===== src/rtl/clp_regs.vh =====
`ifndef CLP_REGS_VH
`define CLP_REGS_VH
// ****************************************
// function modes
// ****************************************
`define CLP_MODE_DISABLED 2'h0
`define CLP_MODE_ALARM    2'h1
`define CLP_MODE_LATCHED  2'h2
`define CLP_MODE_CONTROL  2'h3
// ****************************************
// setpoint group select
// ****************************************
`define CLP_GRP_1      3'h0
`define CLP_GRP_4      3'h3
`define CLP_GRP_ACTIVE 3'h4
// ****************************************
// thresholds in percent of nominal
// ****************************************
`define CLP_OUTAGE_PCT  8'h05
`define CLP_RESTORE_PCT 8'h0a
// ****************************************
// timer ranges and defaults, raise percent limit
// ****************************************
`define CLP_OUTAGE_MIN     10'h001
`define CLP_OUTAGE_MAX     10'h3e8
`define CLP_OUTAGE_DEF     10'h064
`define CLP_HOLD_MIN       10'h001
`define CLP_HOLD_MAX       10'h3e8
`define CLP_HOLD_DEF       10'h005
`define CLP_RAISE_MAX      7'h64
`define CLP_SEC_PER_MIN    6'h3c
`endif


===== src/rtl/clp_control.v =====
`include "clp_regs.vh"
module clp_control (
    input  wire        ref_clk,
    input  wire        rstn,
    input  wire        clk_en,
    input  wire        sec_tick,
    input  wire [7:0]  phase_a_pct,
    input  wire [7:0]  phase_b_pct,
    input  wire [7:0]  phase_c_pct,
    input  wire        cold_load_force,
    input  wire        alarm_reset,
    input  wire [1:0]  function_mode,
    input  wire [4:0]  relay_select,
    input  wire [9:0]  outage_qualify_time,
    input  wire [9:0]  hold_time,
    input  wire [4:0]  instant_element_block_enable,
    input  wire [34:0] raise_pct,
    input  wire [2:0]  group_select,
    input  wire [1:0]  active_group,
    output reg         cold_load_active,
    output reg         alarm_out,
    output reg  [4:0]  relay_out,
    output reg  [4:0]  instant_block,
    output reg  [34:0] raise_out,
    output reg  [1:0]  group_out
);

// ****************************************
// helpers
// ****************************************
function [9:0] clamp_time;
    input [9:0] val;
    input [9:0] lo;
    input [9:0] hi;
    begin
        if (val < lo) begin
            clamp_time = lo;
        end else if (val > hi) begin
            clamp_time = hi;
        end else begin
            clamp_time = val;
        end
    end
endfunction

function [6:0] clamp_pct;
    input [6:0] val;
    begin
        clamp_pct = (val > `CLP_RAISE_MAX) ? `CLP_RAISE_MAX : val;
    end
endfunction

function all_below;
    input [7:0] a;
    input [7:0] b;
    input [7:0] c;
    input [7:0] thr;
    begin
        all_below = (a < thr) && (b < thr) && (c < thr);
    end
endfunction

function any_above;
    input [7:0] a;
    input [7:0] b;
    input [7:0] c;
    input [7:0] thr;
    begin
        any_above = (a > thr) || (b > thr) || (c > thr);
    end
endfunction

// ****************************************
// state
// ****************************************
localparam [2:0] ST_NORMAL  = 3'h1;
localparam [2:0] ST_COLD    = 3'h2;
localparam [2:0] ST_HOLD    = 3'h4;

reg [2:0]  state;
reg [2:0]  next_state;
reg [5:0]  sec_in_min;
reg [9:0]  outage_min;
reg [9:0]  hold_sec;
reg        latch;

wire       enabled;
wire       all_low;
wire       restored;
wire [9:0] out_lim;
wire [9:0] hold_lim;
wire       min_tick;
wire       outage_ok;
wire       hold_done;
wire       cold_next;

// ****************************************
// current level and timer decode
// ****************************************
assign enabled   = (function_mode != `CLP_MODE_DISABLED);
assign all_low   = all_below(phase_a_pct, phase_b_pct, phase_c_pct, `CLP_OUTAGE_PCT);
assign restored  = any_above(phase_a_pct, phase_b_pct, phase_c_pct, `CLP_RESTORE_PCT);
assign out_lim   = clamp_time(outage_qualify_time, `CLP_OUTAGE_MIN, `CLP_OUTAGE_MAX);
assign hold_lim  = clamp_time(hold_time, `CLP_HOLD_MIN, `CLP_HOLD_MAX);
assign min_tick  = sec_tick && (sec_in_min == `CLP_SEC_PER_MIN - 6'h01);
assign outage_ok = all_low && (outage_min >= out_lim);
assign hold_done = sec_tick && (hold_sec + 10'h001 >= hold_lim);
assign cold_next = (next_state != ST_NORMAL);

// ****************************************
// state machine
// ****************************************
always @* begin
    next_state = state;
    case (state)
        ST_NORMAL: begin
            // a force input skips the outage wait
            if (enabled && (cold_load_force || outage_ok)) begin
                next_state = ST_COLD;
            end
        end
        ST_COLD: begin
            if (restored && !cold_load_force) begin
                next_state = ST_HOLD;
            end
        end
        ST_HOLD: begin
            // a fresh force during the hold returns to full cold load
            if (cold_load_force) begin
                next_state = ST_COLD;
            end else if (hold_done) begin
                next_state = ST_NORMAL;
            end
        end
        default: begin
            // unused codes recover to normal
            next_state = ST_NORMAL;
        end
    endcase
    if (!enabled) begin
        next_state = ST_NORMAL;
    end
end

// ****************************************
// outage timer
// ****************************************
reg [5:0]  next_sec_in_min;
reg [9:0]  next_outage_min;
reg [9:0]  next_hold_sec;

// counts whole minutes, saturating at the top of the range
always @* begin
    next_sec_in_min = sec_in_min;
    next_outage_min = outage_min;
    if (!all_low || state != ST_NORMAL) begin
        next_sec_in_min = 6'h00;
        next_outage_min = 10'h000;
    end else if (sec_tick) begin
        if (min_tick) begin
            next_sec_in_min = 6'h00;
        end else begin
            next_sec_in_min = sec_in_min + 6'h01;
        end
        if (min_tick && outage_min != `CLP_OUTAGE_MAX) begin
            next_outage_min = outage_min + 10'h001;
        end
    end
end

// ****************************************
// restore hold timer
// ****************************************
// counts seconds once current is back
always @* begin
    next_hold_sec = hold_sec;
    if (state != ST_HOLD) begin
        next_hold_sec = 10'h000;
    end else if (sec_tick) begin
        next_hold_sec = hold_sec + 10'h001;
    end
end

// ****************************************
// alarm indication
// ****************************************
reg        next_latch;
reg        next_alarm;
wire       mode_alarm   = (function_mode == `CLP_MODE_ALARM);
wire       mode_latched = (function_mode == `CLP_MODE_LATCHED);

// plain alarm follows the state, latched alarm holds until cleared
always @* begin
    next_latch = latch;
    if (!mode_latched || alarm_reset) begin
        next_latch = 1'b0;
    end
    // a cold load entry wins over a clear in the same cycle
    if (mode_latched && cold_next) begin
        next_latch = 1'b1;
    end
    next_alarm = 1'b0;
    if (mode_alarm) begin
        next_alarm = cold_next;
    end else if (mode_latched) begin
        next_alarm = cold_next || (latch && !alarm_reset);
    end
end

// ****************************************
// protection outputs
// ****************************************
reg [4:0]  next_relay;
reg [4:0]  next_block;
reg [34:0] next_raise;
reg [1:0]  next_group;
wire       ctl_on = cold_next && (function_mode == `CLP_MODE_CONTROL);

// relays follow the cold load state in every enabled mode
// blocking, raise and group act only in control mode
always @* begin
    next_relay = 5'h00;
    next_block = 5'h00;
    next_raise = 35'h0;
    next_group = active_group;
    if (cold_next) begin
        next_relay = relay_select;
    end
    if (ctl_on) begin
        next_block = instant_element_block_enable;
    end
    if (ctl_on) begin
        next_raise = {clamp_pct(raise_pct[34:28]), clamp_pct(raise_pct[27:21]),
                      clamp_pct(raise_pct[20:14]), clamp_pct(raise_pct[13:7]),
                      clamp_pct(raise_pct[6:0])};
    end
    if (ctl_on && group_select <= `CLP_GRP_4) begin
        next_group = group_select[1:0];
    end
end

// ****************************************
// registers
// ****************************************
// all state holds while the clock enable is low
always @(posedge ref_clk or negedge rstn) begin
    if (!rstn) begin
        state      <= ST_NORMAL;
        sec_in_min <= 6'h00;
        outage_min <= 10'h000;
        hold_sec   <= 10'h000;
    end else if (clk_en) begin
        state      <= next_state;
        sec_in_min <= next_sec_in_min;
        outage_min <= next_outage_min;
        hold_sec   <= next_hold_sec;
    end
end

always @(posedge ref_clk or negedge rstn) begin
    if (!rstn) begin
        latch     <= 1'b0;
        alarm_out <= 1'b0;
    end else if (clk_en) begin
        latch     <= next_latch;
        alarm_out <= next_alarm;
    end
end

always @(posedge ref_clk or negedge rstn) begin
    if (!rstn) begin
        cold_load_active <= 1'b0;
        relay_out        <= 5'h00;
    end else if (clk_en) begin
        cold_load_active <= cold_next;
        relay_out        <= next_relay;
    end
end

always @(posedge ref_clk or negedge rstn) begin
    if (!rstn) begin
        instant_block <= 5'h00;
        raise_out     <= 35'h0;
        group_out     <= 2'h0;
    end else if (clk_en) begin
        instant_block <= next_block;
        raise_out     <= next_raise;
        group_out     <= next_group;
    end
end

endmodule // clp_control


===== config.mk =====
export PLATFORM = sky130hd
export DESIGN_NAME = clp_control
export DESIGN_NICKNAME = d
export VERILOG_FILES = /design/src/rtl/clp_control.v
export VERILOG_INCLUDE_DIRS = /design/src /design/src/rtl
export SDC_FILE = /design/constraint.sdc
export NUM_CORES = 1
export LEC_CHECK = 0
export BUFFER_PORTS_ARGS = -buffer_cell sky130_fd_sc_hd__clkbuf_2
export CAP_MARGIN = 20
export CORE_ASPECT_RATIO = 1.75
export CORE_MARGIN = 10
export CORE_UTILIZATION = 40
export CTS_BUF_LIST = sky130_fd_sc_hd__clkbuf_8
export DETAILED_ROUTE_END_ITERATION = 8
export PLACE_DENSITY = 0.65
export SLEW_MARGIN = 20
export SYNTH_ARGS = -nofsm -noshare
export SYNTH_HDL_FRONTEND = slang
export SYNTH_SLANG_ARGS = --single-unit

===== constraint.sdc =====
create_clock -name ref_clk -period 3.6 [get_ports ref_clk]
set_clock_uncertainty 0.1 [all_clocks]
set_input_delay 0.54 -clock ref_clk [delete_from_list [all_inputs] [get_ports ref_clk]]
set_output_delay 0.54 -clock ref_clk [all_outputs]
set_load 0.01 [all_outputs]

==> results.json, run 1 <==
{
  "cts_tree": "built",
  "cp_max_fo": 12,
  "grt_pass1_wl_um": 21800,
  "clockBufferDepth": 2,
  "syn-cell-area_sq_mm": 0.00474,
  "drt_pass1_iterations": 4,
  "grt_usage_pct": 16.1,
  "yosysSeqAreaShare_pct": 41.7,
  "cts_sinks": 79,
  "whs_ns": 0.0985,
  "fp.dieH_um": 164,
  "worst_hold_path_type": "input port to async pin",
  "grt_pass1_vias": 4540,
  "status": "finished clean",
  "syn_to_final_growth_pct": 23.4,
  "die_w_um": 102,
  "clkTransAtPathRegs_ns": 0.09,
  "hold_viol": 0,
  "ys_types": 61,
  "drive_above_1_share_pct": 33.9,
  "via_per_inst": 5.45,
  "cts.htree.levels": 3,
  "cp.required_ns": 3.79,
  "async_flop_share_pct": 100,
  "cts-root-buf": "clkbuf_8",
  "io_buffers": 150,
  "drt-initial-drc-count": 100,
  "cp-end-kind": "register",
  "placedInstanceArea_sq_mm": 0.00565,
  "pin_count": 151,
  "fin_area_sq_mm": 0.00585,
  "antenna_found_initial": 0,
  "final.min_clock_period_ns": 3.30,
  "start_util_pct": 41.0,
  "synth_nets": 619,
  "drc": 0,
  "leakagePower_nw": 2.88,
  "grt_overflow": 0,
  "rrSetupSlack_ns": 0.30,
  "avgSynthCellArea_sq_um": 9.62,
  "holdBufCountCts": 0,
  "utilization_pct": 50.6,
  "tns_ns": 0,
  "fin_crit_sh_pct": 91.7,
  "postCtsSetupBuffers": 0,
  "setup_viol_count_final": 0,
  "slew_violations": 0,
  "hpwl_um": 10500,
  "rsz0062_at_grt": "no",
  "cp-start-kind": "register",
  "cts_buffers": 9,
  "fill_cells": 1100,
  "cts.repair.resized": 0,
  "ant_nets": 0,
  "n_antenna_cell": 0,
  "synthCells": 493,
  "synth-seq-cells": 79,
  "r2r_start": "hold_sec[0]$_DFFE_PN0P_",
  "maxCapViolations": 0,
  "yosys_warnings": 0,
  "worst_slew_pin_slew_ns": 0.733,
  "wl_per_cell_um": 17.0,
  "wl_um": 13300,
  "die_area_sq_mm": 0.0168,
  "arrival_ns": 3.49,
  "ir_drop_uv": 244,
  "relSlewSlack_pct": 51.2,
  "nets": 770,
  "cp-startpoint": "hold_sec[0]$_DFFE_PN0P_",
  "core_sq_mm": 0.0116,
  "place_congestion": 0.859,
  "power.density_mw_per_mm2": 336,
  "synth_edf_count": 0,
  "crit_type": "register to register",
  "std_cell_rows": 52,
  "clk_latency_ns": 0.36,
  "num_vias": 4272,
  "grt_max_degree": 80,
  "ys.flop_type": "dfrtp_1",
  "fmax_mhz": 303
}
==> routing by layer <==
layer | global-route usage, % | part of all wire (%) | vias up
met1 | 17.4 | 40 | 2044
met2 | 28.6 | 51 | 121
li1 | - | - | 2091
met3 | 5.22 | 6.9 | 16
met5 | 0 | 0 | -
met4 | 5.22 | 1.7 | 0
==> cells by family (layout without fill, tap and decap cells) <==
family          count (synthesis)  after routing  share of synthesized area (%)
simple gates                  187            187                           19.7
compound gates                144            144                           25.0
flops                          79             79                           41.7
buf+inv                        41            197                           3.93
fa+ha+maj                      24             24                           6.33
xor+xnor                       16             16                           2.95
mux                             2              2                          0.448
==> worst max-delay path, stage by stage, from the launching register on <==
cell and delay, ns:
dfrtp_1 0.47, ha_1 0.22, nand3_1 0.14, nor2_1 0.21, nand3_1 0.14, xnor2_1 0.17, ha_1 0.20, a21oi_1 0.20
o21ai_0 0.16, a31oi_1 0.30, o41ai_4 0.17, a211o_1 0.36, buf_4 0.21, o2bb2ai_1 0.16
==> final cells by class <==
type,count,area (sq um),share of cell area (%)
Multi-Input combinational cell,373,2590,44.2
Clock inverter,6,67.6,1.15
Sequential cell,79,1980,33.8
Tap cell,135,169,2.89
Inverter,23,86.3,1.47
Clock buffer,10,138,2.35
Timing Repair Buffer,158,830,14.2
==> path summary, 6_finish.rpt <==
kind                                                     end  cells after the start
worst max-delay path            instant_block[1]$_DFFE_PN0P_                     13
worst min-delay path               raise_out[10]$_DFFE_PN0P_                      1
worst max register to register  instant_block[1]$_DFFE_PN0P_                     13
worst min register to register             latch$_DFFE_PN0P_                      1
max in group asynchronous          sec_in_min[4]$_DFFE_PN0P_                      1
min in group ref_clk            instant_block[3]$_DFFE_PN0P_                      3
==> placed cells by master (no fill, tap or decap), types with 2 or more instances in the layout <==
cell type	n
a21o_1	5
ha_1	24
a22o_1	3
or2_2	3
nand2_4	5
clkinvlp_4	2
clkbuf_2	149
nand2b_1	8
nand2b_4	3
nand2_1	74
a32o_1	2
nor2_1	35
and4_1	2
dfrtp_1	78
o21ai_0	45
nor4_1	9
xnor2_1	10
nand4_1	9
nor3_1	5
a31oi_1	3
o2bb2ai_1	13
o2bb2ai_2	26
a32oi_1	2
clkbuf_8	10
buf_4	7
nand3_1	17
nor3b_1	2
inv_6	2
xor2_1	6
and3_1	4
inv_1	22
o21ai_1	5
o32ai_1	2
nor2b_1	7
a21oi_1	19
==> Yosys cell counts (2+ instances only) <==
| cell type | count | share of area (%) |
|---|---|---|
| and3_1 | 4 | 0.53 |
| xnor2_1 | 10 | 1.8 |
| nand2_1 | 74 | 5.9 |
| inv_1 | 22 | 1.7 |
| a31oi_1 | 3 | 0.40 |
| buf_6 | 4 | 0.95 |
| nor3b_1 | 2 | 0.32 |
| or2_2 | 3 | 0.40 |
| nor4_1 | 9 | 1.2 |
| nand2_4 | 5 | 1.2 |
| nor2_1 | 35 | 2.8 |
| a21o_1 | 5 | 0.79 |
| o2bb2ai_2 | 26 | 8.2 |
| nor3_1 | 5 | 0.53 |
| o21ai_0 | 45 | 4.7 |
| and4_1 | 2 | 0.37 |
| ha_1 | 24 | 6.3 |
| a22o_1 | 3 | 0.55 |
| buf_2 | 2 | 0.21 |
| a21oi_1 | 19 | 2.0 |
| nand3_1 | 17 | 1.8 |
| nor2b_1 | 7 | 0.92 |
| a32oi_1 | 2 | 0.37 |
| xor2_1 | 6 | 1.1 |
| nand2b_4 | 3 | 0.87 |
| nand2b_1 | 8 | 1.1 |
| o32ai_1 | 2 | 0.37 |
| dfrtp_1 | 78 | 41 |
| o21ai_1 | 5 | 0.53 |
| nand4_1 | 9 | 1.2 |
| o2bb2ai_1 | 13 | 2.4 |
| clkbuf_1 | 11 | 0.87 |
| a32o_1 | 2 | 0.42 |
==> state kept, by name, indices dropped and copies added, names as in the netlist <==
register	flops
alarm_out	1
state	3
relay_out	5
raise_out	35
latch	1
sec_in_min	6
cold_load_active	1
outage_min	10
group_out	2
hold_sec	10
instant_block	5
==> per-stage QoR <==
stage	cells	worst slack [ns]	total power, mW
detailed placement	768	0.102	1.29
CTS	784	0.303	1.99
floorplan	493	0.490	1.13
finish	784	0.300	1.96
global route	784	0.0633	2.06
global placement	768	0.187	1.28
==> report_power, final <==
| group | switching, mW | internal (mW) |
|---|---|---|
| Combinational | 0.190 | 0.130 |
| Clock | 0.352 | 0.343 |
| Sequential | 0.0287 | 0.921 |
Power figures use the tool's default switching activity.
==> run 2, diff against run 1 <==
MAX_ROUTING_LAYER = met4   (was not set)
clock period = 3.3 ns   (was 3.6 ns; I/O delays follow)
==> results.json, run 2 (synthesized netlist as in run 1, its figures left out) <==
{
  "status": "finished clean",
  "die_w_um": 102,
  "cp-start-kind": "register",
  "grt_pass1_wl_um": 21700,
  "worst_slew_pin_slew_ns": 0.742,
  "cp.required_ns": 3.49,
  "fill_cells": 1109,
  "drt_pass1_iterations": 4,
  "grt_overflow": 0,
  "path_cells": "ha_2, nand3_1, nor2_2, nand3_2, xnor2_2, ha_1, nand2_1, o21ai_0, a31oi_1, o41ai_4, a211oi_4, clkbuf_16, nand2b_4, o2bb2ai_2",
  "io_buffers": 150,
  "slew_violations": 0,
  "rrSetupSlack_ns": 0.21,
  "setup_viol_count_final": 0,
  "r2r_cells": 14,
  "slowest_delay_ns": 0.42,
  "cts_sinks": 79,
  "clkTransAtPathRegs_ns": 0.08,
  "maxCapViolations": 0,
  "grt_pass1_vias": 4618,
  "wl_um": 13400,
  "placedCellCount": 772,
  "r2r_start": "hold_sec[0]$_DFFE_PN0P_",
  "whs_ns": 0.0612,
  "n_antenna_cell": 0,
  "largest_reg_flops": 35,
  "ant_nets": 0,
  "path_buf_inv": 1,
  "fin_crit_sh_pct": 93.5,
  "pin_count": 151,
  "cts_buffers": 9,
  "cts-root-buf": "clkbuf_8",
  "cts.htree.levels": 3,
  "num_vias": 4345,
  "layout.cells.non_filler": 789,
  "fp.dieH_um": 164,
  "relSlewSlack_pct": 50.6,
  "final.min_clock_period_ns": 3.09,
  "nets": 776,
  "power_frac_seq_pct": 45.3,
  "top_register": "raise_out",
  "syn_to_final_growth_pct": 26.3,
  "core_sq_mm": 0.0116,
  "crit_slowest_cell": "dfrtp_2",
  "leakagePower_nw": 2.94,
  "wl_per_cell_um": 16.9,
  "fmax_mhz": 324,
  "die_area_sq_mm": 0.0168,
  "cts_tree": "built",
  "drive_above_1_share_pct": 35.3,
  "hpwl_um": 10300,
  "grt_usage_pct": 16.4,
  "power.density_mw_per_mm2": 381,
  "hold_viol": 0,
  "clockBufferDepth": 2,
  "crit_type": "register to register",
  "worst_hold_path_type": "input port to async pin",
  "switchingPower_mw": 0.605,
  "cp_max_fo": 6,
  "ir_drop_uv": 263,
  "clkPwrFrac_pct": 38.7,
  "arrival_ns": 3.27,
  "drt-initial-drc-count": 160,
  "top_regs": "raise_out: 35 flops, hold_sec: 10 flops, outage_min: 10 flops",
  "final_common_cell": "clkbuf_2",
  "std_cell_rows": 52,
  "holdBufCountCts": 0,
  "antenna_found_initial": 0,
  "grt_max_degree": 80,
  "tns_ns": 0,
  "clk_latency_ns": 0.36,
  "reg2reg_to": "raise_out[8]$_DFFE_PN0P_",
  "final_cell_mix": "149 x clkbuf_2, 77 x dfrtp_1, 74 x nand2_1, 45 x o21ai_0, 33 x nor2_1",
  "start_util_pct": 41.0,
  "drc": 0,
  "internal_power_mw": 1.68,
  "p_comb_share_pct": 15.9,
  "via_per_inst": 5.51,
  "place_congestion": 0.807,
  "power.share.switching_pct": 26.5,
  "critPathTopFamily": "compound AO/OA/AOI/OAI gates",
  "cp-end-kind": "register"
}
-- run 2: how the worst max path moves through the flow --
| stage | startpoint | to | slack, ns | cells past startpoint |
|---|---|---|---|---|
| after floorplan | hold_time[1] | raise_out[21]$_DFFE_PN0P_ | 0.23 | 12 |
| after global placement | hold_time[1] | instant_block[2]$_DFFE_PN0P_ | 0.01 | 14 |
| after detailed placement | hold_time[1] | raise_out[33]$_DFFE_PN0P_ | -0.06 | 14 |
| after CTS | hold_sec[0]$_DFFE_PN0P_ | raise_out[30]$_DFFE_PN0P_ | 0.02 | 13 |
| after global routing | hold_sec[1]$_DFFE_PN0P_ | raise_out[0]$_DFFE_PN0P_ | -0.005 | 14 |
| final | hold_sec[0]$_DFFE_PN0P_ | raise_out[8]$_DFFE_PN0P_ | 0.21 | 14 |
-- run 2: repair_timing --
item	4_1_cts	5_1_grt
hold endpoints to repair	0	0
endpoints found under the setup margin	0	45
resized for setup	0	6
buffers inserted	0	1
-- run 2: cell type report --
cell class	instances	area, sq um	share of cell area, %
sequential	79	1980	33.0
tap	135	169	2.82
multi-input combinational	373	2610	43.5
timing repair buffer	164	905	15.1
inverter	23	86.3	1.44
clock inverter	5	106	1.78
clock buffer	10	138	2.30
-- run 2: stage by stage --
stage / power [mW] / instance area (sq um) / utilization [%] / setup WS [ns]
after global placement: 1.41 / 5690 / 49.1 / 0.00989
after detailed placement: 1.42 / 5690 / 49.1 / -0.0584
after global routing: 2.39 / 5990 / 51.7 / -0.00515
final: 2.28 / 5990 / 51.7 / 0.215
after floorplan: 1.23 / 4740 / - / 0.235
after CTS: 2.31 / 5930 / 51.2 / 0.0157
-- run 2: power by group through the flow --
stage,clock network (mW),logic (mW),registers [mW]
final,0.885,0.364,1.04
after global routing,0.940,0.408,1.04
after CTS,0.908,0.364,1.04
after detailed placement,0,0.364,1.05
after global placement,0,0.353,1.05
after floorplan,0,0.169,1.06
-- run 2: per-layer routing --
metal | GRT usage [%] | wire [um] | vias up
met5 | - | 0 | -
met4 | 6.12 | 214 | 0
met3 | 3.41 | 711 | 17
met2 | 27.9 | 6830 | 131
met1 | 18.5 | 5610 | 2093
li1 | - | - | 2104
